$ cat src/hw/pmb_map.svh
// Register map, field positions and timing counts of the transceiver digital core
// How it works
// - Loopback bit routes transmit nibbles to receive
// - Status summary shows loopback in bit 3
// - Selftest sends 9 or 15 bit PRBS
// - Pass flag resets fail, latches on error
// - Continuous bit makes generator transmit nonstop
// - Error count sits in bits 15:8
// - Device drives both MII clocks, nibble synchronous
// - Collisions reported in half duplex only
// - Transmit collision at 10M waits seven bits
// - Receive collision reported at once
// - Heartbeat pulses collision after each 10M half duplex packet
// - Carrier follows squelch or signal detect
// - Half duplex carrier includes transmit activity
// - Thirty-two ones synchronise management port first
// - Resync needed only after bad frame
// - Frames open with start pattern 01
// - Read turnaround: float, then drive zero
// - Status bit 6 reads one
`ifndef PMB_MAP_SVH
`define PMB_MAP_SVH
// ----------------------------------------
// Register offsets
// ----------------------------------------
`define PMB_REG_BMC 5'h00
`define PMB_REG_BMS 5'h01
`define PMB_REG_STS 5'h10
`define PMB_REG_PCR 5'h19
`define PMB_REG_STC 5'h1B
// ----------------------------------------
// Field positions and reset values
// ----------------------------------------
`define PMB_BMC_LOOP 14
`define PMB_BMC_SPD 13
`define PMB_BMC_ANEN 12
`define PMB_BMC_FDX 8
`define PMB_BMC_RST 16'h3000
`define PMB_BMS_VAL 16'h0040
`define PMB_STS_LOOP 3
`define PMB_STS_FDX 2
`define PMB_STS_SPD10 1
`define PMB_STS_LINK 0
`define PMB_PCR_HB 13
`define PMB_PCR_PRBS15 11
`define PMB_PCR_PASS 10
`define PMB_PCR_START 8
`define PMB_PCR_RST 16'h2000
`define PMB_STC_CONT 5
`define PMB_STC_RST 16'h0000
// ----------------------------------------
// Timing
// ----------------------------------------
`define PMB_CLK_NS 25
`define PMB_PREAMBLE 32
`define PMB_MII10_HALF_NS 200
`define PMB_MII100_HALF_NS 20
`define PMB_HALF_10 (`PMB_MII10_HALF_NS / `PMB_CLK_NS)
`define PMB_HALF_100 ((`PMB_MII100_HALF_NS < `PMB_CLK_NS) ? 1 : `PMB_MII100_HALF_NS / `PMB_CLK_NS)
`define PMB_COL_DLY_NS 700
`define PMB_COL_DLY ((`PMB_COL_DLY_NS + `PMB_CLK_NS - 1) / `PMB_CLK_NS)
`define PMB_HB_GAP_NS 1000
`define PMB_HB_GAP (`PMB_HB_GAP_NS / `PMB_CLK_NS)
`define PMB_HB_LEN_NS 1000
`define PMB_HB_LEN (`PMB_HB_LEN_NS / `PMB_CLK_NS)
`define PMB_BUILTIN_SELFTEST_PKT 8'hFF
`define PMB_BUILTIN_SELFTEST_GAP 8'h18
`define PMB_FIFO_DEPTH 32
`endif

$ cat src/hw/pmb_pkg.sv
// Types shared by the transceiver digital core
package pmb_pkg;
  // Management frame walker, one-hot
  typedef enum logic [5:0] {
    M_PRE  = 6'h01,
    M_IDLE = 6'h02,
    M_HDR  = 6'h04,
    M_TA   = 6'h08,
    M_RD   = 6'h10,
    M_WR   = 6'h20
  } pmb_mgmt_type;
endpackage

$ cat src/hw/pmb_fifo.sv
// Nibble FIFO with registered read data
`timescale 1ns/1ps
module pmb_fifo #(
  parameter int WIDTH = 4,
  parameter int DEPTH = 32
) (
  // Clock and reset
  input  wire logic             clk,
  input  wire logic             rst,
  // Fill side
  input  wire logic             in_valid,
  input  wire logic [WIDTH-1:0] in_data,
  output logic                  in_ready,
  // Drain side
  output logic                  out_valid,
  output logic      [WIDTH-1:0] out_data,
  input  wire logic             out_ready
);
  localparam int AW = $clog2(DEPTH);
  logic [WIDTH-1:0] mem [DEPTH];
  logic [AW-1:0]    wr_ptr;
  logic [AW-1:0]    rd_ptr;
  logic [AW:0]      count;
  logic             push;
  logic             load;

  // Output stage refills whenever it is empty or being taken
  assign in_ready = count < (AW+1)'(DEPTH);
  assign push     = in_valid && in_ready;
  assign load     = (count != '0) && (!out_valid || out_ready);

  // Storage write
  always_ff @(posedge clk) begin
    if (push) begin
      mem[wr_ptr] <= in_data;
    end
  end

  // Pointers and fill level
  always_ff @(posedge clk or posedge rst) begin
    if (rst) begin
      wr_ptr <= '0;
      rd_ptr <= '0;
      count  <= '0;
    end else begin
      if (push) begin
        wr_ptr <= wr_ptr + 1'b1;
      end
      if (load) begin
        rd_ptr <= rd_ptr + 1'b1;
      end
      count <= count + (AW+1)'(push) - (AW+1)'(load);
    end
  end

  // Registered read data
  always_ff @(posedge clk or posedge rst) begin
    if (rst) begin
      out_valid <= 1'b0;
      out_data  <= '0;
    end else if (load) begin
      out_valid <= 1'b1;
      out_data  <= mem[rd_ptr];
    end else if (out_ready) begin
      out_valid <= 1'b0;
    end
  end
endmodule // pmb_fifo

$ cat src/hw/pmb_phy.sv
// Transceiver digital core: MII, management slave, loopback and selftest
`timescale 1ns/1ps
`include "pmb_map.svh"
module pmb_phy (
  // Clock and reset
  input  wire logic       clk,
  input  wire logic       rst,
  // Management pins
  input  wire logic       mdc,
  input  wire logic       mdio_in,
  output logic            mdio_out,
  output logic            mdio_oe_n,
  input  wire logic [4:0] phy_addr,
  // MII
  output logic            tx_clk,
  output logic            rx_clk,
  input  wire logic       tx_en,
  input  wire logic [3:0] txd,
  output logic            rx_dv,
  output logic            rx_er,
  output logic      [3:0] rxd,
  output logic            crs,
  output logic            col,
  output logic            tx_space,
  // Line front end
  input  wire logic       line_rx_dv,
  input  wire logic [3:0] line_rxd,
  input  wire logic       signal_detect,
  input  wire logic       squelch_ok,
  input  wire logic       line_tx_ready,
  output logic            line_tx_en,
  output logic      [3:0] line_txd
);
  // ----------------------------------------
  // Pin synchronisers
  // ----------------------------------------
  logic [6:0] pin;
  logic [6:0] s1;
  logic [6:0] s2;
  logic [6:0] s3;
  logic [6:0] lvl;
  assign pin = {mdc, mdio_in, tx_en, txd};

  // A change counts once stages two and three agree
  for (genvar g = 0; g < 7; g++) begin : g_sync
    always_ff @(posedge clk or posedge rst) begin
      if (rst) begin
        s1[g]  <= 1'b0;
        s2[g]  <= 1'b0;
        s3[g]  <= 1'b0;
        lvl[g] <= 1'b0;
      end else begin
        s1[g] <= pin[g];
        s2[g] <= s1[g];
        s3[g] <= s2[g];
        if (s2[g] == s3[g]) begin
          lvl[g] <= s3[g];
        end
      end
    end
  end
  logic mdc_rise;
  logic mdio_bit;
  logic mac_en;
  assign mdc_rise = s2[6] && s3[6] && !lvl[6];
  assign mdio_bit = lvl[5];
  assign mac_en   = lvl[4];

  // ----------------------------------------
  // Registers
  // ----------------------------------------
  logic [15:0] bmc;
  logic [15:0] pcr;
  logic [15:0] stc;
  logic [7:0]  ecnt;
  logic        builtin_selftest_pass;
  logic        builtin_selftest_fail;
  logic        reg_we;
  logic [4:0]  reg_wa;
  logic [15:0] reg_wd;
  logic        pcr_wr;
  logic        lb;
  logic        spd10;
  logic        fdx;
  logic        hdx;
  logic [15:0] sts_word;
  assign lb     = bmc[`PMB_BMC_LOOP];
  assign spd10  = !bmc[`PMB_BMC_SPD];
  assign fdx    = bmc[`PMB_BMC_FDX];
  assign hdx    = !fdx;
  assign pcr_wr = reg_we && (reg_wa == `PMB_REG_PCR);
  assign sts_word = {12'h000, lb, fdx, spd10, signal_detect};

  // Read decode; unmapped addresses read as zero
  function automatic logic [15:0] rd_word(input logic [4:0] a);
    case (a)
      `PMB_REG_BMC: rd_word = bmc;
      `PMB_REG_BMS: rd_word = `PMB_BMS_VAL;
      `PMB_REG_STS: rd_word = sts_word;
      `PMB_REG_PCR: rd_word = {pcr[15:11], builtin_selftest_pass, pcr[9:0]};
      `PMB_REG_STC: rd_word = {ecnt, stc[7:0]};
      default:      rd_word = 16'h0000;
    endcase
  endfunction

  // Writable registers
  always_ff @(posedge clk or posedge rst) begin
    if (rst) begin
      bmc <= `PMB_BMC_RST;
      pcr <= `PMB_PCR_RST;
      stc <= `PMB_STC_RST;
    end else if (reg_we) begin
      case (reg_wa)
        `PMB_REG_BMC: bmc <= reg_wd;
        `PMB_REG_PCR: pcr <= reg_wd;
        `PMB_REG_STC: stc <= reg_wd;
        default: ;
      endcase
    end
  end

  // ----------------------------------------
  // MII clocks
  // ----------------------------------------
  logic [3:0] mcnt;
  logic [3:0] half;
  logic       tick_fall;
  assign half      = spd10 ? 4'(`PMB_HALF_10) : 4'(`PMB_HALF_100);
  assign tick_fall = (mcnt >= half - 4'h1) && rx_clk;

  // Both clocks come from one divider so nibbles line up
  always_ff @(posedge clk or posedge rst) begin
    if (rst) begin
      mcnt   <= 4'h0;
      rx_clk <= 1'b0;
      tx_clk <= 1'b0;
    end else if (mcnt >= half - 4'h1) begin
      mcnt   <= 4'h0;
      rx_clk <= !rx_clk;
      tx_clk <= !rx_clk;
    end else begin
      mcnt <= mcnt + 4'h1;
    end
  end

  // ----------------------------------------
  // Transmit path and selftest
  // ----------------------------------------
  logic       builtin_selftest_run;
  logic       builtin_selftest_on;
  logic [7:0] bcnt;
  logic [3:0] gen_nib;
  logic       chk_ok;
  logic       chk_err;
  logic       f_in_v;
  logic [3:0] f_in_d;
  logic       f_in_r;
  logic       f_out_v;
  logic [3:0] f_out_d;
  logic       f_out_r;
  logic       tx_act;
  assign builtin_selftest_run = pcr[`PMB_PCR_START];
  assign tx_act   = builtin_selftest_run ? builtin_selftest_on : mac_en;
  assign f_in_v   = tick_fall && tx_act;
  assign f_in_d   = builtin_selftest_run ? gen_nib : lvl[3:0];
  assign f_out_r  = lb ? tick_fall : line_tx_ready;

  // Packet mode bursts with gaps; continuous mode never pauses
  always_ff @(posedge clk or posedge rst) begin
    if (rst) begin
      builtin_selftest_on <= 1'b0;
      bcnt    <= 8'h00;
    end else if (!builtin_selftest_run) begin
      builtin_selftest_on <= 1'b0;
      bcnt    <= 8'h00;
    end else if (stc[`PMB_STC_CONT]) begin
      builtin_selftest_on <= 1'b1;
    end else if (tick_fall) begin
      bcnt <= bcnt + 8'h01;
      if (builtin_selftest_on && bcnt == `PMB_BUILTIN_SELFTEST_PKT) begin
        builtin_selftest_on <= 1'b0;
        bcnt    <= 8'h00;
      end else if (!builtin_selftest_on && bcnt == `PMB_BUILTIN_SELFTEST_GAP) begin
        builtin_selftest_on <= 1'b1;
        bcnt    <= 8'h00;
      end
    end
  end

  pmb_fifo #(
    .WIDTH (4),
    .DEPTH (`PMB_FIFO_DEPTH)
  ) u_fifo (
    .clk       (clk),
    .rst       (rst),
    .in_valid  (f_in_v),
    .in_data   (f_in_d),
    .in_ready  (f_in_r),
    .out_valid (f_out_v),
    .out_data  (f_out_d),
    .out_ready (f_out_r)
  );

  logic       rx_src_v;
  logic [3:0] rx_src_d;
  logic       line_car;
  logic       rx_act;
  assign line_car = line_rx_dv && (spd10 ? squelch_ok : signal_detect);
  assign rx_src_v = lb ? f_out_v : line_car;
  assign rx_src_d = lb ? f_out_d : line_rxd;
  assign rx_act   = lb ? 1'b0 : line_car;

  logic       chk_step;
  logic [2:0] settle;
  logic       builtin_selftest_ok;
  logic       builtin_selftest_err;
  assign chk_step = tick_fall && builtin_selftest_run && rx_src_v;
  assign builtin_selftest_ok  = chk_ok && settle == 3'h7;
  assign builtin_selftest_err = chk_err && settle == 3'h7;

  // Judgements wait seven nibbles after a control write, so nibbles of the old
  // sequence still in flight are not held against the new one
  always_ff @(posedge clk or posedge rst) begin
    if (rst) begin
      settle <= 3'h0;
    end else if (pcr_wr) begin
      settle <= 3'h0;
    end else if (chk_step && settle != 3'h7) begin
      settle <= settle + 3'h1;
    end
  end

  pmb_prbs u_prbs (
    .clk      (clk),
    .rst      (rst),
    .len15    (pcr[`PMB_PCR_PRBS15]),
    .gen_step (f_in_v && builtin_selftest_run),
    .gen_nib  (gen_nib),
    .chk_step (chk_step),
    .chk_nib  (rx_src_d),
    .chk_ok   (chk_ok),
    .chk_err  (chk_err)
  );

  // Pass flag and error count; an error in the clearing cycle still counts
  always_ff @(posedge clk or posedge rst) begin
    if (rst) begin
      builtin_selftest_pass <= 1'b0;
      builtin_selftest_fail <= 1'b0;
      ecnt      <= 8'h00;
    end else begin
      if (builtin_selftest_err) begin
        builtin_selftest_fail <= 1'b1;
        builtin_selftest_pass <= 1'b0;
        ecnt <= pcr_wr ? 8'h01 : (ecnt == 8'hFF ? ecnt : ecnt + 8'h01);
      end else if (pcr_wr) begin
        builtin_selftest_fail <= 1'b0;
        builtin_selftest_pass <= 1'b0;
        ecnt      <= 8'h00;
      end else if (builtin_selftest_ok && !builtin_selftest_fail) begin
        builtin_selftest_pass <= 1'b1;
      end
    end
  end

  // Line side and receive outputs; loopback keeps data off the line
  always_ff @(posedge clk or posedge rst) begin
    if (rst) begin
      line_tx_en <= 1'b0;
      line_txd   <= 4'h0;
      rx_dv      <= 1'b0;
      rx_er      <= 1'b0;
      rxd        <= 4'h0;
      tx_space   <= 1'b1;
    end else begin
      line_tx_en <= !lb && f_out_v && line_tx_ready;
      line_txd   <= f_out_d;
      tx_space   <= f_in_r;
      rx_er      <= 1'b0;
      if (tick_fall) begin
        rx_dv <= rx_src_v;
        rxd   <= rx_src_d;
      end
    end
  end

  // ----------------------------------------
  // Carrier sense and collision
  // ----------------------------------------
  logic       tx_first;
  logic [5:0] ccnt;
  logic [6:0] hcnt;
  logic       tx_act_d;
  logic       hb_pulse;
  logic       col_raw;
  logic       rx_car;
  assign hb_pulse = hcnt > 7'(`PMB_HB_GAP);
  assign col_raw = hdx && tx_act && rx_act
                   && (!(tx_first && spd10) || ccnt == 6'(`PMB_COL_DLY));
  assign rx_car  = lb ? tx_act : line_car;

  // Who started first decides whether the collision is qualified
  always_ff @(posedge clk or posedge rst) begin
    if (rst) begin
      tx_first <= 1'b0;
      ccnt     <= 6'h00;
      tx_act_d <= 1'b0;
    end else begin
      tx_act_d <= tx_act;
      if (!tx_act) begin
        tx_first <= 1'b0;
      end else if (!rx_act) begin
        tx_first <= 1'b1;
      end
      if (!(tx_act && rx_act)) begin
        ccnt <= 6'h00;
      end else if (ccnt != 6'(`PMB_COL_DLY)) begin
        ccnt <= ccnt + 6'h01;
      end
    end
  end

  // Heartbeat: gap, then a pulse, after each 10M half duplex packet
  always_ff @(posedge clk or posedge rst) begin
    if (rst) begin
      hcnt <= 7'h00;
    end else if (tx_act_d && !tx_act && spd10 && hdx && pcr[`PMB_PCR_HB]) begin
      hcnt <= 7'h01;
    end else if (hcnt != 7'h00 && hcnt != 7'(`PMB_HB_GAP + `PMB_HB_LEN)) begin
      hcnt <= hcnt + 7'h01;
    end else begin
      hcnt <= 7'h00;
    end
  end

  // MII status outputs
  always_ff @(posedge clk or posedge rst) begin
    if (rst) begin
      crs <= 1'b0;
      col <= 1'b0;
    end else begin
      crs <= rx_car || (hdx && tx_act);
      col <= col_raw || (hb_pulse && hdx);
    end
  end

  // ----------------------------------------
  // Management slave
  // ----------------------------------------
  pmb_pkg::pmb_mgmt_type mst;
  logic        synced;
  logic [4:0]  pcnt;
  logic [3:0]  fcnt;
  logic [12:0] hdr;
  logic [15:0] msh;
  logic        hit;
  logic        is_rd;
  assign hit   = hdr[9:5] == phy_addr;
  assign is_rd = hdr[11:10] == 2'b10;

  // Frame walker; sampled on management clock rising edges
  always_ff @(posedge clk or posedge rst) begin
    if (rst) begin
      mst       <= pmb_pkg::M_PRE;
      synced    <= 1'b0;
      pcnt      <= 5'h00;
      fcnt      <= 4'h0;
      hdr       <= 13'h0000;
      msh       <= 16'h0000;
      mdio_out  <= 1'b1;
      mdio_oe_n <= 1'b1;
      reg_we    <= 1'b0;
      reg_wa    <= 5'h00;
      reg_wd    <= 16'h0000;
    end else begin
      reg_we <= 1'b0;
      if (mdc_rise) begin
        case (mst)
          pmb_pkg::M_PRE: begin
            synced <= 1'b0;
            pcnt   <= mdio_bit ? pcnt + 5'h01 : 5'h00;
            if (mdio_bit && pcnt == 5'(`PMB_PREAMBLE - 1)) begin
              synced <= 1'b1;
              mst    <= pmb_pkg::M_IDLE;
            end
          end
          pmb_pkg::M_IDLE: begin
            fcnt <= 4'h0;
            if (!mdio_bit) begin
              mst <= pmb_pkg::M_HDR;
            end
          end
          pmb_pkg::M_HDR: begin
            hdr  <= {hdr[11:0], mdio_bit};
            fcnt <= fcnt + 4'h1;
            if (fcnt == 4'h0 && !mdio_bit) begin
              mst <= pmb_pkg::M_PRE;
            end else if (fcnt == 4'h2 && hdr[0] == mdio_bit) begin
              mst <= pmb_pkg::M_PRE;
            end else if (fcnt == 4'hC) begin
              mst  <= pmb_pkg::M_TA;
              fcnt <= 4'h0;
            end
          end
          pmb_pkg::M_TA: begin
            fcnt <= 4'h1;
            if (fcnt == 4'h0) begin
              if (is_rd && hit) begin
                mdio_out  <= 1'b0;
                mdio_oe_n <= 1'b0;
                msh       <= rd_word(hdr[4:0]);
              end else if (!is_rd && !mdio_bit) begin
                mst <= pmb_pkg::M_PRE;
              end
            end else begin
              fcnt     <= 4'h0;
              mdio_out <= msh[15];
              msh      <= {msh[14:0], 1'b0};
              mst      <= is_rd ? pmb_pkg::M_RD : pmb_pkg::M_WR;
              if (!is_rd && mdio_bit) begin
                mst <= pmb_pkg::M_PRE;
              end
            end
          end
          pmb_pkg::M_RD: begin
            fcnt     <= fcnt + 4'h1;
            mdio_out <= msh[15];
            msh      <= {msh[14:0], 1'b0};
            if (fcnt == 4'hF) begin
              mdio_oe_n <= 1'b1;
              mdio_out  <= 1'b1;
              mst       <= pmb_pkg::M_IDLE;
            end
          end
          pmb_pkg::M_WR: begin
            fcnt <= fcnt + 4'h1;
            msh  <= {msh[14:0], mdio_bit};
            if (fcnt == 4'hF) begin
              reg_we <= hit;
              reg_wa <= hdr[4:0];
              reg_wd <= {msh[14:0], mdio_bit};
              mst    <= pmb_pkg::M_IDLE;
            end
          end
          default: mst <= pmb_pkg::M_PRE;
        endcase
      end
    end
  end
endmodule // pmb_phy

$ cat src/hw/pmb_prbs.sv
// Selftest pseudo-random nibble generator and self-synchronising checker
`timescale 1ns/1ps
module pmb_prbs (
  // Clock and reset
  input  wire logic       clk,
  input  wire logic       rst,
  // Mode
  input  wire logic       len15,
  // Generator
  input  wire logic       gen_step,
  output logic      [3:0] gen_nib,
  // Checker
  input  wire logic       chk_step,
  input  wire logic [3:0] chk_nib,
  output logic            chk_ok,
  output logic            chk_err
);
  logic [14:0] gen_st;
  logic [14:0] hist;
  logic [2:0]  warm;
  logic [14:0] next_gen;
  logic [14:0] next_hist;
  logic [3:0]  next_nib;
  logic        miss;

  // Feedback tap of the chosen polynomial
  function automatic logic fb(input logic [14:0] s, input logic l15);
    fb = l15 ? (s[14] ^ s[13]) : (s[8] ^ s[4]);
  endfunction

  // Four serial steps per nibble, first bit in the top position
  always_comb begin
    next_gen  = gen_st;
    next_hist = hist;
    next_nib  = '0;
    miss      = 1'b0;
    for (int i = 3; i >= 0; i--) begin
      next_nib[i] = fb(next_gen, len15);
      next_gen    = {next_gen[13:0], next_nib[i]};
      miss        = miss | (chk_nib[i] != fb(next_hist, len15));
      next_hist   = {next_hist[13:0], chk_nib[i]};
    end
  end

  // Generator state; the seed only needs to be non-zero
  always_ff @(posedge clk or posedge rst) begin
    if (rst) begin
      gen_st  <= 15'h7FFF;
      gen_nib <= 4'h0;
    end else if (gen_step) begin
      gen_st  <= next_gen;
      gen_nib <= next_nib;
    end
  end

  // Checker needs four nibbles of history before it judges
  always_ff @(posedge clk or posedge rst) begin
    if (rst) begin
      hist    <= 15'h0000;
      warm    <= 3'h0;
      chk_ok  <= 1'b0;
      chk_err <= 1'b0;
    end else begin
      chk_ok  <= chk_step && warm[2] && !miss;
      chk_err <= chk_step && warm[2] && miss;
      if (chk_step) begin
        hist <= next_hist;
        if (!warm[2]) begin
          warm <= warm + 3'h1;
        end
      end
    end
  end
endmodule // pmb_prbs

$ cat config.mk
export PLATFORM = sky130hd
export DESIGN_NAME = pmb_phy
export DESIGN_NICKNAME = d
export VERILOG_FILES = /design/src/hw/pmb_pkg.sv /design/src/hw/pmb_fifo.sv /design/src/hw/pmb_phy.sv /design/src/hw/pmb_prbs.sv
export VERILOG_INCLUDE_DIRS = /design/src /design/src/hw
export SDC_FILE = /design/constraint.sdc
export NUM_CORES = 1
export LEC_CHECK = 0
export CAP_MARGIN = 10
export CORE_MARGIN = 5
export CORE_UTILIZATION = 68
export CTS_CLUSTER_DIAMETER = 120
export DETAILED_ROUTE_END_ITERATION = 16
export DONT_BUFFER_PORTS = 1
export PLACE_DENSITY = 0.84
export SLEW_MARGIN = 40
export SYNTH_ARGS = -nofsm -noshare
export SYNTH_HDL_FRONTEND = slang
export SYNTH_HIERARCHICAL = 1
export SYNTH_SLANG_ARGS = --single-unit
$ cat constraint.sdc
create_clock -name clk -period 12.15 [get_ports clk]
set_input_delay 1.215 -clock clk [delete_from_list [all_inputs] [get_ports clk]]
set_output_delay 1.215 -clock clk [all_outputs]
set_load 0.01 [all_outputs]
==> out/summary.txt, run 1 <==
SETUP PATH
--------------------------------------------------------------------------------------
Crit path arrival time                                                         4.53 ns
Kind of start point of the critical path                                      register
R2r setup slk                                                                  8.01 ns
WP data required                                                              12.55 ns
CP Capture Type                                                               register
Worst reg2reg path startpoint                                                  bmc[13]
Capture instance of the worst register-to-register path                   u_fifo/count[5]
Cells on worst reg2reg path                                                         16
Kind of critical path                                                     register to register
Capturing instance or port of the critical path                           u_fifo/count[5]
Critical Path Fanout Max                                                            12
Critical path startpoint                                                       bmc[13]

CLOCK TREE
--------------------------------------------------------------------------------------
Post CTS Setup Buffer Count                                                          0
Maximum root-to-sink buffer count                                                    3
H-tree lvl count                                                                     2
Clock latency at the later pin of the worst-skew pair                          0.53 ns
Post-CTS Resized                                                                     0
Clock tree from TritonCTS                                                         done
Total clock sinks                                                                  377
Clock buffer count from CTS                                                         39
CTS Hold Bufs                                                                        0
Buffer type at the clock tree root                                        sky130_fd_sc_hd__clkbuf_16
Clock slew at the register clock pins of the worst setup and hold paths        0.06 ns

FINISH
--------------------------------------------------------------------------------------
Diodes inserted                                                                      0
Nets                                                                              1279
Fillers                                                                           1464
Footprint of the multi-input gates                                            6180 µm²
Fraction of final layout cells with drive strength greater than 1                19.5%
Sequential cell area                                                         10100 µm²
Total non-filler cell area in the finished layout                            18200 µm²
Layout-stage area growth over the synthesis result                               8.86%

POWER AND IR DROP
--------------------------------------------------------------------------------------
Maximum vdd ir drop                                                             136 µV
Relative contribution of combinational cells to total power                      17.2%
P_int                                                                        0.00230 W
Static Leakage                                                                 7.68 nW
Power per cell area                                                         174 nW/µm²
Fraction of power spent switching nets                                           27.4%
Fraction of power consumed by the clock network                                  36.4%
Total power after layout                                                     0.00317 W
Sequential share of power                                                        46.4%
Switching component of the power                                            0.000869 W

LOGIC SYNTHESIS
--------------------------------------------------------------------------------------
Number of enable-type register cells in the synthesized netlist                    128
Post-synthesis adder-cell area fraction                                          2.94%
Area share of and/or/nand/nor cells after synthesis                              9.01%
Count of unique library cells instantiated by Yosys                                 80
Area share of the largest cell type after synthesis                              33.9%
Number of synthesized register bits                                                377
Warning count from the yosys run                                                     6
Total standard cell area after synthesis                                     16700 µm²
Main combinational cell family by area after synthesis                    multiplexers
Top FF cell, synth                                                        sky130_fd_sc_hd__dfrtp_1
Share of synthesized flip-flops with an asynchronous set or reset                66.0%
Post-synth top cells                                                      sky130_fd_sc_hd__dfrtp_1 (227), sky130_fd_sc_hd__edfxtp_1 (128), sky130_fd_sc_hd__mux2_2 (96), sky130_fd_sc_hd__nor2_1 (92), sky130_fd_sc_hd__mux2i_1 (59)
Cell type with the largest total area after synthesis                     sky130_fd_sc_hd__dfrtp_1
Top cells by area in the synthesized netlist                              sky130_fd_sc_hd__dfrtp_1 (34%), sky130_fd_sc_hd__edfxtp_1 (23%), sky130_fd_sc_hd__mux2_2 (6.5%)
Xor and xnor fraction of the mapped netlist area                                 2.62%
Most numerous cell in the Yosys netlist                                   sky130_fd_sc_hd__dfrtp_1
Compound-Gate Fraction of Synth Area                                             6.96%
Mapped Nets                                                                       1279
Fraction of the yosys area taken by sequential cells                             60.3%
Post-Syn Area per Cell                                                        13.7 µm²
Mux share of post-synthesis cell area                                            15.3%
Gate Count Post-Synth                                                             1223

GLOBAL ROUTE
--------------------------------------------------------------------------------------
Initial antenna violation count                                                      3
Wire length of the first global-routing pass                                  54200 µm
Via count of the first global-routing pass                                       10186
Overflow left after global routing                                                   0
Overall fraction of global-route tracks in use                                   24.0%
Maximum number of pins on one net before global-route repair                       135

FLOORPLAN
--------------------------------------------------------------------------------------
Area of the die                                                              27900 µm²
Num rows                                                                            57
Starting density of the core                                                     69.0%
Width of the die                                                                167 µm
Die Y                                                                           167 µm
I/O pin total                                                                       40
Core region area                                                             24200 µm²

TIMING
--------------------------------------------------------------------------------------
Post-Route Setup TNS                                                              0 ns
Post-layout minimum cycle time                                                 4.14 ns
Finish-stage setup viols                                                             0
FMAX                                                                         0.242 GHz
Actual transition at the worst max-transition pin                             0.844 ns
Slew headroom                                                                    43.7%
Final clock period utilization by the worst path                                 34.1%
Final Max Slew Viols                                                                 0
RSZ-0062 raised after global routing                                             false
Number of hold violations in the final report                                        0
Maximum clock skew at final layout                                           0.0266 ns

RUN
--------------------------------------------------------------------------------------
Max Cap Viol                                                                         0

PLACEMENT
--------------------------------------------------------------------------------------
HPWL after detailed placement                                                 21200 µm
Post-Place Cell Area                                                         16900 µm²
Count of port buffers added during placement                                         0
Placer congestion estimate                                                       0.857

ROUTE
--------------------------------------------------------------------------------------
Initial DRC Count                                                                  756
Post-DRT Antenna Nets                                                                0
Routed len/inst                                                                20.8 µm
Overall via count from detail_route                                               9856
First-pass detailed-route iteration total                                            5
Vias per inst                                                                     6.25
DRC violations left                                                                  0
Post-detailed-routing wire length                                             32800 µm

RUN STATUS
--------------------------------------------------------------------------------------
Result of the run                                                         complete, no violations

MIN PATH
--------------------------------------------------------------------------------------
Worst min-delay path class                                                register to register

[cell families (layout without fill, tap and decap cells)]
family,after synthesis,count (layout)
buffers and inverters,99,130
adders and majority gates,40,40
and+or+nand+nor,286,286
DFF,377,377
xor gates and xnor gates,50,50
muxes,212,212
other,1,1
AOI/OAI and AO/OA,158,158
[critical path, stage by stage, from the launching register on]
cell                        delay, ns
sky130_fd_sc_hd__dfstp_2         0.60
sky130_fd_sc_hd__inv_1           0.10
sky130_fd_sc_hd__ha_1            0.28
sky130_fd_sc_hd__nor2b_1         0.04
sky130_fd_sc_hd__o21ai_0         0.14
sky130_fd_sc_hd__buf_4           0.20
sky130_fd_sc_hd__and2_1          0.44
sky130_fd_sc_hd__mux2_2          0.26
sky130_fd_sc_hd__nor2b_1         0.06
sky130_fd_sc_hd__nor2_2          0.35
sky130_fd_sc_hd__ha_1            0.27
sky130_fd_sc_hd__inv_1           0.06
sky130_fd_sc_hd__ha_1            0.28
sky130_fd_sc_hd__a21o_1          0.18
sky130_fd_sc_hd__a21o_1          0.20
sky130_fd_sc_hd__a2111oi_0       0.45
sky130_fd_sc_hd__a311oi_1        0.10
[per-stage QoR]
step	cells	util (%)	worst slack [ns]	hold slack [ns]
after floorplan	1223	-	5.80	0.331
after global placement	1504	69.8	8.25	0.332
after detailed placement	1506	69.9	8.08	0.336
after CTS	1578	75.1	8.06	0.350
after global routing	1578	75.1	7.80	0.362
final	1578	75.1	8.01	0.348
[flip-flops by register name (all words and copies together), names as in the netlist, 5 cells and up]
signal and cells:
msh 16, u_prbs/hist 15, hcnt 7, reg_wa 5, reg_wd 16, lvl 5, ccnt 6, hdr 12
s1 7, pcnt 5, s2 7, bmc 16, u_fifo/mem 128, stc 8, pcr 15, u_fifo/count 6
u_prbs/gen_st 15, bcnt 8, u_fifo/wr_ptr 5, u_fifo/rd_ptr 5, mst 6, s3 7, ecnt 8
[worst min-delay path by stage]
stage | from | to | depth (start not counted)
after global placement | s1[3] | s2[3] | 0
final | s1[5] | s2[5] | 0
after detailed placement | s1[0] | s2[0] | 0
after floorplan | s1[0] | s2[0] | 0
after global routing | s1[0] | s2[0] | 0
after CTS | s1[5] | s2[5] | 0
[area by class of cell]
class / instances / share of cell area [%]
sequential: 377 / 55.4
multi-input combinational: 747 / 33.9
clock buffer: 56 / 6.43
tap: 324 / 2.22
inverter: 48 / 1.06
clock inverter: 16 / 0.515
timing repair buffer: 10 / 0.433
[layout by cell type, fill, tap and decap left out, types with 10 or more instances in the layout]
| cell | n |
|---|---|
| sky130_fd_sc_hd__a21o_1 | 11 |
| sky130_fd_sc_hd__a21oi_1 | 11 |
| sky130_fd_sc_hd__a22o_1 | 18 |
| sky130_fd_sc_hd__a31oi_1 | 12 |
| sky130_fd_sc_hd__clkbuf_16 | 41 |
| sky130_fd_sc_hd__dfrtp_1 | 226 |
| sky130_fd_sc_hd__dfstp_2 | 22 |
| sky130_fd_sc_hd__edfxtp_1 | 128 |
| sky130_fd_sc_hd__ha_1 | 33 |
| sky130_fd_sc_hd__inv_1 | 46 |
| sky130_fd_sc_hd__mux2_1 | 32 |
| sky130_fd_sc_hd__mux2_2 | 96 |
| sky130_fd_sc_hd__mux2i_1 | 59 |
| sky130_fd_sc_hd__mux4_2 | 20 |
| sky130_fd_sc_hd__nand2_1 | 50 |
| sky130_fd_sc_hd__nand2b_1 | 10 |
| sky130_fd_sc_hd__nand3_1 | 35 |
| sky130_fd_sc_hd__nor2_1 | 89 |
| sky130_fd_sc_hd__nor2b_1 | 15 |
| sky130_fd_sc_hd__nor3_1 | 15 |
| sky130_fd_sc_hd__o21ai_0 | 38 |
| sky130_fd_sc_hd__o22ai_1 | 10 |
| sky130_fd_sc_hd__o2bb2ai_1 | 10 |
| sky130_fd_sc_hd__xnor2_1 | 20 |
| sky130_fd_sc_hd__xor2_1 | 30 |
[layer usage]
metal	track usage (%)	vias to the layer above	part of all wire, %
li1	-	4497	-
met1	31.3	5026	41
met2	40.9	261	51
met3	5.55	66	5.9
met4	6.87	6	2.1
met5	0	-	0.12
[power by group through the flow]
| stage | Sequential, W | Combinational (W) | Clock, W |
|---|---|---|---|
| final | 0.00147 | 0.000545 | 0.00115 |
| after global routing | 0.00148 | 0.000596 | 0.00124 |
| after CTS | 0.00147 | 0.000545 | 0.00117 |
| after detailed placement | 0.00149 | 0.000541 | 0 |
| after global placement | 0.00149 | 0.000521 | 0 |
| after floorplan | 0.00145 | 0.000472 | 0 |
Power figures use the tool's default switching activity.
==> run 2, diff against run 1 <==
ABC_AREA = 1   (was not set)
CORE_UTILIZATION = 64   (was 68)
PLACE_DENSITY = 0.8   (was 0.84)
clock period = 4.17 ns   (was 12.15 ns; I/O delays follow)
==> run 2 against run 1 <==
Synthesized area up 4.9%. Routed wire length up 15%. Die area up 11%. Largest cell class unchanged. Synthesized cell count up 58%. Sequential share of layout area down 2.2 points. Design area up 4.2%. Largest power group unchanged. Fmax up 14%. Total power rose to 2.9 times the previous value.
==> out/summary.txt, run 2 <==
SETUP PATH
--------------------------------------------------------------------------------------
Capture instance of the worst register-to-register path                   u_fifo/count[4]
WP data required                                                               4.61 ns   -7.94 ns
Crit path arrival time                                                         4.06 ns   -0.47 ns
Critical path startpoint                                                       bmc[13]
Ordered list of cells on the worst path                                   inv_1 -> ha_1 -> nand3_1 -> nand3_2 -> nand2_1 -> o21ai_0 -> inv_1 -> nand2_1 -> nand2_2 -> clkinv_1 -> ha_1 -> inv_1 -> ha_1 -> inv_1 -> fa_1 -> o21ai_0 -> xor2_1
Kind of critical path                                                     register to register
Max incr delay on CP                                                           0.59 ns   about the same
Crit path buffers/inverters                                                          5   +2
Cell type of the slowest stage on the worst timing path                   sky130_fd_sc_hd__dfstp_2
Dominant cell type by count on the critical path                          sky130_fd_sc_hd__inv_1
Cells on worst reg2reg path                                                         17   +1
Critical Path Fanout Max                                                             8   -4
Capturing instance or port of the critical path                           u_fifo/count[4]
Crit-path leading delay family                                             adder cells
CP Capture Type                                                               register
Worst reg2reg path startpoint                                                  bmc[13]
Kind of start point of the critical path                                      register
Critical path depth in cells                                                        17   +1
R2r setup slk                                                                  0.55 ns   -7.46 ns

FINISH
--------------------------------------------------------------------------------------
Max reg flops                                                                      128   unchanged
Most common cell after layout, fill and taps aside                        sky130_fd_sc_hd__nand2_1
Footprint of the multi-input gates                                            6220 µm²   +0.71%
Number of standard cells in the final layout excluding fillers                    2300   +46%
Top library cells by usage in the layout, fill and taps aside             sky130_fd_sc_hd__nand2_1 (592), sky130_fd_sc_hd__dfrtp_1 (226), sky130_fd_sc_hd__inv_1 (206)
Fraction of final layout cells with drive strength greater than 1                7.87%   -12 points
Fillers                                                                           1936   +32%
Sequential cell area                                                         10100 µm²   unchanged
Nets                                                                              1984   +55%
Register containing the most flip-flops in the final layout                 u_fifo/mem
Layout-stage area growth over the synthesis result                               8.14%

LOGIC SYNTHESIS
--------------------------------------------------------------------------------------
Share of synthesized flip-flops with an asynchronous set or reset                66.0%   unchanged
Number of enable-type register cells in the synthesized netlist                    128   unchanged
Cell type with the largest total area after synthesis                     sky130_fd_sc_hd__dfrtp_1
Most numerous cell in the Yosys netlist                                   sky130_fd_sc_hd__nand2_1
Gate Count Post-Synth                                                             1929   +58%
Post-Syn Area per Cell                                                        9.10 µm²   -33%
Total standard cell area after synthesis                                     17600 µm²   +4.9%
Top FF cell, synth                                                        sky130_fd_sc_hd__dfrtp_1
Area share of the largest cell type after synthesis                              32.3%   -1.6 points
Number of synthesized register bits                                                377   unchanged
Fraction of the yosys area taken by sequential cells                             57.5%   -2.8 points
Mapped Nets                                                                       1985   +55%
Count of unique library cells instantiated by Yosys                                 51   -36%
Warning count from the yosys run                                                     6   unchanged
Post-synth top cells                                                      sky130_fd_sc_hd__nand2_1 (592), sky130_fd_sc_hd__dfrtp_1 (227), sky130_fd_sc_hd__inv_1 (209), sky130_fd_sc_hd__nand3_1 (159), sky130_fd_sc_hd__nor2_1 (154)
Top cells by area in the synthesized netlist                              sky130_fd_sc_hd__dfrtp_1 (32%), sky130_fd_sc_hd__edfxtp_1 (22%), sky130_fd_sc_hd__nand2_1 (13%)

PLACEMENT
--------------------------------------------------------------------------------------
Placed insts                                                                      2221   +47%
Placer congestion estimate                                                       0.895   +4.4%
HPWL after detailed placement                                                 25000 µm   +18%
Count of port buffers added during placement                                         0   unchanged

ROUTE
--------------------------------------------------------------------------------------
Routed len/inst                                                                16.4 µm   -21%
Post-DRT Antenna Nets                                                                0   unchanged
Overall via count from detail_route                                              12974   +32%
DRC violations left                                                                  0   unchanged
First-pass detailed-route iteration total                                            5   unchanged
Vias per inst                                                                     5.64   -9.7%
Initial DRC Count                                                                 1179   +56%
Post-detailed-routing wire length                                             37700 µm   +15%

TIMING
--------------------------------------------------------------------------------------
Final Max Slew Viols                                                                 0   unchanged
Finish-stage setup viols                                                             0   unchanged
RSZ-0062 raised after global routing                                             false
Actual transition at the worst max-transition pin                             0.780 ns   -0.0640 ns
FMAX                                                                         0.276 GHz   +14%
Maximum clock skew at final layout                                           0.0300 ns   +0.00341 ns
Post-Route Setup TNS                                                              0 ns   unchanged
Slew headroom                                                                    47.9%   +4.2 points
Worst-case hold slack                                                        0.0351 ns   -0.313 ns
Number of hold violations in the final report                                        0   unchanged
Post-layout minimum cycle time                                                 3.62 ns   -0.518 ns
Final clock period utilization by the worst path                                 86.8%   +53 points

CLOCK TREE
--------------------------------------------------------------------------------------
Clock latency at the later pin of the worst-skew pair                          0.52 ns   about the same
Post-CTS Resized                                                                     0   unchanged
Clock tree from TritonCTS                                                         done
Clock buffer count from CTS                                                         38   -2.6%
H-tree lvl count                                                                     2   unchanged
Post CTS Setup Buffer Count                                                          0   unchanged
Total clock sinks                                                                  377   unchanged
Clock slew at the register clock pins of the worst setup and hold paths        0.06 ns   about the same
Maximum root-to-sink buffer count                                                    3   unchanged
Buffer type at the clock tree root                                        sky130_fd_sc_hd__clkbuf_16

POWER AND IR DROP
--------------------------------------------------------------------------------------
Total power after layout                                                     0.00934 W   +190%
Switching component of the power                                             0.00289 W   +230%
Fraction of power spent switching nets                                           30.9%   +3.5 points
P_int                                                                        0.00646 W   +180%
Maximum vdd ir drop                                                             384 µV   +180%
Fraction of power consumed by the clock network                                  34.5%   -1.9 points
Relative contribution of combinational cells to total power                      19.6%   +2.4 points
Sequential share of power                                                        46.0%   -0.4 points
Power per cell area                                                         492 nW/µm²   +180%
Static Leakage                                                                 8.72 nW   +14%

FLOORPLAN
--------------------------------------------------------------------------------------
Num rows                                                                            60   +5.3%
Die Y                                                                           176 µm   +5.2%
I/O pin total                                                                       40   unchanged
Width of the die                                                                176 µm   +5.2%
Area of the die                                                              30900 µm²   +11%
Core region area                                                             27000 µm²   +11%
Starting density of the core                                                     65.2%   -3.9 points

GLOBAL ROUTE
--------------------------------------------------------------------------------------
Via count of the first global-routing pass                                       12780   +25%
Initial antenna violation count                                                      2   -1
Overflow left after global routing                                                   0   unchanged
Maximum number of pins on one net before global-route repair                       105   -22%
Overall fraction of global-route tracks in use                                   24.9%   +0.91 points
Wire length of the first global-routing pass                                  62700 µm   +16%

RUN STATUS
--------------------------------------------------------------------------------------
Result of the run                                                         complete, no violations

RUN
--------------------------------------------------------------------------------------
Max Cap Viol                                                                         0   unchanged

MIN PATH
--------------------------------------------------------------------------------------
Worst min-delay path class                                                input port to register

-- run 2: changes by cell type in the layout (fill, tap and decap cells not counted), moves of 32 or more --
cell                      before  now
sky130_fd_sc_hd__nand2_1      50  592
sky130_fd_sc_hd__inv_1        46  206
sky130_fd_sc_hd__nand3_1      35  159
sky130_fd_sc_hd__mux2i_1      59    0
sky130_fd_sc_hd__nor2_1       89  153
sky130_fd_sc_hd__nand4_1       9   42
sky130_fd_sc_hd__mux2_1       32    0
sky130_fd_sc_hd__o21ai_0      38  123
sky130_fd_sc_hd__mux2_2       96   12
-- run 2: worst register-to-register path: cells and delay by family (launching register included) --
kind / cells / cell delay [ns]
buffers and inverters: 5 / 0.53
and+or+nand+nor: 5 / 0.69
xor gates and xnor gates: 1 / 0.16
DFF: 1 / 0.59
adders and majority gates: 4 / 1.23
AOI/OAI and AO/OA: 2 / 0.34
-- run 2: power by group through the flow --
stage | Clock, W | Sequential, W | Combinational (W)
2_1_floorplan | 0 | 0.00424 | 0.00148
3_3_place_gp | 0 | 0.00435 | 0.00170
3_5_place_dp | 0 | 0.00436 | 0.00177
4_1_cts | 0.00327 | 0.00429 | 0.00181
5_1_grt | 0.00343 | 0.00432 | 0.00204
6_report | 0.00322 | 0.00429 | 0.00183
-- run 2: worst min-delay path by stage --
| stage | from | endpoint | slack (ns) | depth (start not counted) |
|---|---|---|---|---|
| 3_3_place_gp | s1[6] | s2[6] | 0.33 | 0 |
| 2_1_floorplan | s1[0] | s2[0] | 0.33 | 0 |
| 3_5_place_dp | s1[6] | s2[6] | 0.34 | 0 |
| 6_report | line_tx_ready | line_tx_en | 0.04 | 2 |
| 4_1_cts | line_tx_ready | line_tx_en | 0.02 | 2 |
| 5_1_grt | line_tx_ready | line_tx_en | 0.03 | 2 |
-- run 2: kinds of logic (layout without fill, tap and decap cells) --
logic type	count (synthesis)	count (layout)	synth area share, %
other	1	3	0.0214
xor gates and xnor gates	26	26	1.30
buffers and inverters	287	315	7.12
adders and majority gates	40	40	2.81
DFF	377	377	57.5
and+or+nand+nor	999	999	24.6
muxes	19	19	1.37
AOI/OAI and AO/OA	180	180	5.30
-- run 2: what timing repair did --
| item | CTS | global route |
|---|---|---|
| endpoints found under the hold margin | 77 | 0 |
| endpoints found under the setup margin | 0 | 0 |
| hold buffers | 8 | 0 |
-- run 2: layer usage --
layer	up-vias	share of wire, %	track usage [%]
met4	0	4.4	11.4
li1	6240	-	-
met2	453	48	41.5
met5	-	0	0
met3	100	5.6	3.44
met1	6181	42	33.0
-- run 2: final cells by class --
cell class / instances / share of cell area [%]
diodes: 2 / 0.0264
clock buffers: 49 / 5.55
clock inverters: 20 / 0.685
inverters: 224 / 4.51
multi-input cells: 1265 / 32.7
flip-flops and latches: 377 / 53.2
well taps: 341 / 2.25
repair buffers: 22 / 1.04
-- run 2: metrics by stage --
step	worst slack (ns)	utilization [%]	cell area, µm²
finish	0.551	70.5	19000
global route	0.283	70.5	19000
CTS	0.583	70.5	19000
detailed placement	0.663	65.8	17700
global placement	0.777	65.7	17700
floorplan	1.02	-	17600
==> run 3, diff against run 2 <==
PLACE_DENSITY = 0.77   (was 0.8)
==> run 3 against run 2 <==
Worst hold slack better by 0.031 ns. Non-clock buffer count is 1 higher. Sequential power hardly changed. Cell count is 0.13% higher. Combinational power hardly changed. Fmax is 0.47% higher. Routed wire length is 1.1% lower. Critical endpoint unchanged. Largest cell class unchanged. Highest routed layer unchanged.
==> out/summary.txt, run 3 (synthesis gave the netlist of run 2 again) <==
SETUP PATH
--------------------------------------------------------------------------------------
Cells on worst reg2reg path                                                         17   unchanged
Kind of start point of the critical path                                      register
Worst reg2reg path startpoint                                                  bmc[13]
Kind of critical path                                                     register to register
Critical Path Fanout Max                                                             8   unchanged
Crit path arrival time                                                         4.05 ns   about the same
Dominant cell type by count on the critical path                          sky130_fd_sc_hd__inv_1
R2r setup slk                                                                  0.57 ns   +0.02 ns
Capture instance of the worst register-to-register path                   u_fifo/count[4]
Max incr delay on CP                                                           0.59 ns   about the same
Ordered list of cells on the worst path                                   inv_1 -> ha_1 -> nand3_1 -> nand3_2 -> nand2_1 -> o21ai_0 -> inv_1 -> nand2_1 -> nand2_2 -> clkinv_1 -> ha_1 -> inv_1 -> ha_1 -> inv_1 -> fa_1 -> o21ai_0 -> xor2_1
CP Capture Type                                                               register
Crit-path leading delay family                                             adder cells
Cell type of the slowest stage on the worst timing path                   sky130_fd_sc_hd__dfstp_2
Crit path buffers/inverters                                                          5   unchanged
WP data required                                                               4.61 ns   about the same

POWER AND IR DROP
--------------------------------------------------------------------------------------
Fraction of power spent switching nets                                           29.9%   -1.0 points
Power per cell area                                                         507 nW/µm²   +3.0%
Switching component of the power                                             0.00291 W   +0.58%
Relative contribution of combinational cells to total power                      18.9%   -0.7 points
Sequential share of power                                                        43.8%   -2.2 points
P_int                                                                        0.00682 W   +5.7%
Static Leakage                                                                 8.84 nW   +1.4%
Fraction of power consumed by the clock network                                  37.3%   +2.8 points
Maximum vdd ir drop                                                             439 µV   +14%

FINISH
--------------------------------------------------------------------------------------
Fillers                                                                           1938   +0.10%
Fraction of the core area covered by cells at the end of the flow                71.2%   +0.74 points
Sequential cell area                                                         10100 µm²   unchanged
Total non-filler cell area in the finished layout                            19200 µm²   +1.0%
Register containing the most flip-flops in the final layout                 u_fifo/mem
Fraction of final layout cells with drive strength greater than 1                8.52%   +0.65 points
Nets                                                                              1986   +0.10%
Top library cells by usage in the layout, fill and taps aside             sky130_fd_sc_hd__nand2_1 (592), sky130_fd_sc_hd__dfrtp_1 (226), sky130_fd_sc_hd__inv_1 (206)
Footprint of the multi-input gates                                            6220 µm²   unchanged
Most common cell after layout, fill and taps aside                        sky130_fd_sc_hd__nand2_1
Max reg flops                                                                      128   unchanged
Layout-stage area growth over the synthesis result                               9.27%

ROUTE
--------------------------------------------------------------------------------------
Initial DRC Count                                                                 1105   -6.3%
Post-detailed-routing wire length                                             37300 µm   -1.1%
Vias per inst                                                                     5.60   -0.75%
Post-DRT Antenna Nets                                                                0   unchanged
Routed len/inst                                                                16.2 µm   -1.2%
DRC violations left                                                                  0   unchanged
Overall via count from detail_route                                              12893   -0.62%
First-pass detailed-route iteration total                                            5   unchanged

FLOORPLAN
--------------------------------------------------------------------------------------
Core region area                                                             27000 µm²   unchanged
I/O pin total                                                                       40   unchanged
Die Y                                                                           176 µm   unchanged
Num rows                                                                            60   unchanged
Starting density of the core                                                     65.2%   unchanged
Area of the die                                                              30900 µm²   unchanged
Width of the die                                                                176 µm   unchanged

CLOCK TREE
--------------------------------------------------------------------------------------
Buffer type at the clock tree root                                        sky130_fd_sc_hd__clkbuf_16
Total clock sinks                                                                  377   unchanged
H-tree lvl count                                                                     2   unchanged
Clock latency at the later pin of the worst-skew pair                          0.53 ns   about the same
Clock tree from TritonCTS                                                         done
Maximum root-to-sink buffer count                                                    3   unchanged
Clock buffer count from CTS                                                         39   +2.6%
Clock slew at the register clock pins of the worst setup and hold paths        0.06 ns   about the same

PLACEMENT
--------------------------------------------------------------------------------------
Worst setup timing slack at the placement stage                               0.621 ns   -0.0416 ns
HPWL after detailed placement                                                 24600 µm   -1.6%
Post-Place Cell Area                                                         17800 µm²   +0.16%
Count of port buffers added during placement                                         0   unchanged
Placer congestion estimate                                                       0.881   -1.5%

GLOBAL ROUTE
--------------------------------------------------------------------------------------
Maximum number of pins on one net before global-route repair                       108   +2.9%
Via count of the first global-routing pass                                       12714   -0.52%
Overflow left after global routing                                                   0   unchanged
Wire length of the first global-routing pass                                  62600 µm   -0.11%
Overall fraction of global-route tracks in use                                   24.8%   -0.16 points
Initial antenna violation count                                                      3   +1

MIN PATH
--------------------------------------------------------------------------------------
Hold wc startpoint                                                        line_tx_ready
Endpoint of the worst hold-timing path                                      line_tx_en
Worst min-delay path class                                                input port to register
Cells on Worst Hold Path                                                             2   unchanged

RUN
--------------------------------------------------------------------------------------
Max Cap Viol                                                                         0   unchanged

TIMING
--------------------------------------------------------------------------------------
Least setup slack across all paths after layout                               0.568 ns   +0.0171 ns
Post-Route Setup TNS                                                              0 ns   unchanged
Maximum clock skew at final layout                                           0.0166 ns   -0.0134 ns
Final Max Slew Viols                                                                 0   unchanged
Finish-stage setup viols                                                             0   unchanged
FMAX                                                                         0.278 GHz   +0.47%
RSZ-0062 raised after global routing                                             false
Actual transition at the worst max-transition pin                             0.901 ns   +0.121 ns
Worst-case hold slack                                                        0.0658 ns   +0.0307 ns
Slew headroom                                                                    39.9%   -8.1 points
Final clock period utilization by the worst path                                 86.4%   -0.41 points
Post-layout minimum cycle time                                                 3.60 ns   -0.0171 ns
Number of hold violations in the final report                                        0   unchanged

RUN STATUS
--------------------------------------------------------------------------------------
Result of the run                                                         complete, no violations

## run 3: cell count changes in the layout (fill, tap and decap cells not counted)
cell                         change
sky130_fd_sc_hd__clkbuf_8        -2
sky130_fd_sc_hd__buf_16          +1
sky130_fd_sc_hd__clkbuf_1        -1
sky130_fd_sc_hd__clkinvlp_4      -4
sky130_fd_sc_hd__clkbuf_16       +2
sky130_fd_sc_hd__bufinv_16       +5
sky130_fd_sc_hd__clkinv_4        +2
sky130_fd_sc_hd__clkinv_1        -9
sky130_fd_sc_hd__inv_6           +1
sky130_fd_sc_hd__clkinv_2        +8
## run 3: worst reg2reg max path, cell delays in order, from the launching register on
cell                       delay [ns]
sky130_fd_sc_hd__dfstp_2         0.59
sky130_fd_sc_hd__inv_1           0.10
sky130_fd_sc_hd__ha_1            0.30
sky130_fd_sc_hd__nand3_1         0.11
sky130_fd_sc_hd__nand3_2         0.14
sky130_fd_sc_hd__nand2_1         0.21
sky130_fd_sc_hd__o21ai_0         0.10
sky130_fd_sc_hd__inv_1           0.06
sky130_fd_sc_hd__nand2_1         0.07
sky130_fd_sc_hd__nand2_2         0.15
sky130_fd_sc_hd__clkinv_1        0.25
sky130_fd_sc_hd__ha_1            0.36
sky130_fd_sc_hd__inv_1           0.07
sky130_fd_sc_hd__ha_1            0.15
sky130_fd_sc_hd__inv_1           0.06
sky130_fd_sc_hd__fa_1            0.39
sky130_fd_sc_hd__o21ai_0         0.22
sky130_fd_sc_hd__xor2_1          0.18
## run 3: through the flow
| stage | power (W) | cells |
|---|---|---|
| floorplan | 0.00572 | 1929 |
| global placement | 0.00606 | 2219 |
| detailed placement | 0.00612 | 2222 |
| CTS | 0.00978 | 2301 |
| global route | 0.0102 | 2303 |
| finish | 0.00973 | 2303 |
## run 3: area by class of cell
class	count	area share, %
Tap cell	341	2.22
Sequential cell	377	52.6
Clock buffer	48	5.59
Inverter	224	4.46
Antenna cell	2	0.0261
Multi-Input combinational cell	1265	32.4
Timing Repair Buffer	23	1.17
Clock inverter	23	1.47
## run 3: routing by layer
| metal | wire [µm] | GRT usage (%) |
|---|---|---|
| met1 | 15600 | 33.2 |
| met4 | 1280 | 9.39 |
| met2 | 18200 | 41.2 |
| met5 | 0 | 0 |
| met3 | 2260 | 3.98 |
## run 3: power groups by stage
stage	clock (W)	sequential [W]	combinational [W]
after floorplan	0	0.00424	0.00148
after global placement	0	0.00433	0.00174
after detailed placement	0	0.00433	0.00179
after CTS	0.00370	0.00426	0.00182
after global routing	0.00386	0.00429	0.00208
final	0.00363	0.00426	0.00183
## run 3: how the worst max path moves through the flow
stage | from | endpoint | slack, ns | depth (start not counted)
after floorplan | bmc[13] | u_fifo/count[4] | 1.02 | 17
after global placement | bmc[13] | u_fifo/count[4] | 0.79 | 17
after detailed placement | bmc[13] | u_fifo/count[4] | 0.62 | 17
after CTS | bmc[13] | u_fifo/count[4] | 0.57 | 17
after global routing | bmc[13] | u_fifo/count[4] | 0.32 | 17
final | bmc[13] | u_fifo/count[4] | 0.57 | 17
## run 3: repair_timing
| action | in CTS | in global routing |
|---|---|---|
| setup buffers | 0 | 0 |
| hold buffers | 8 | 0 |
| endpoints found under the hold margin | 132 | 0 |
| resized for setup | 0 | 0 |
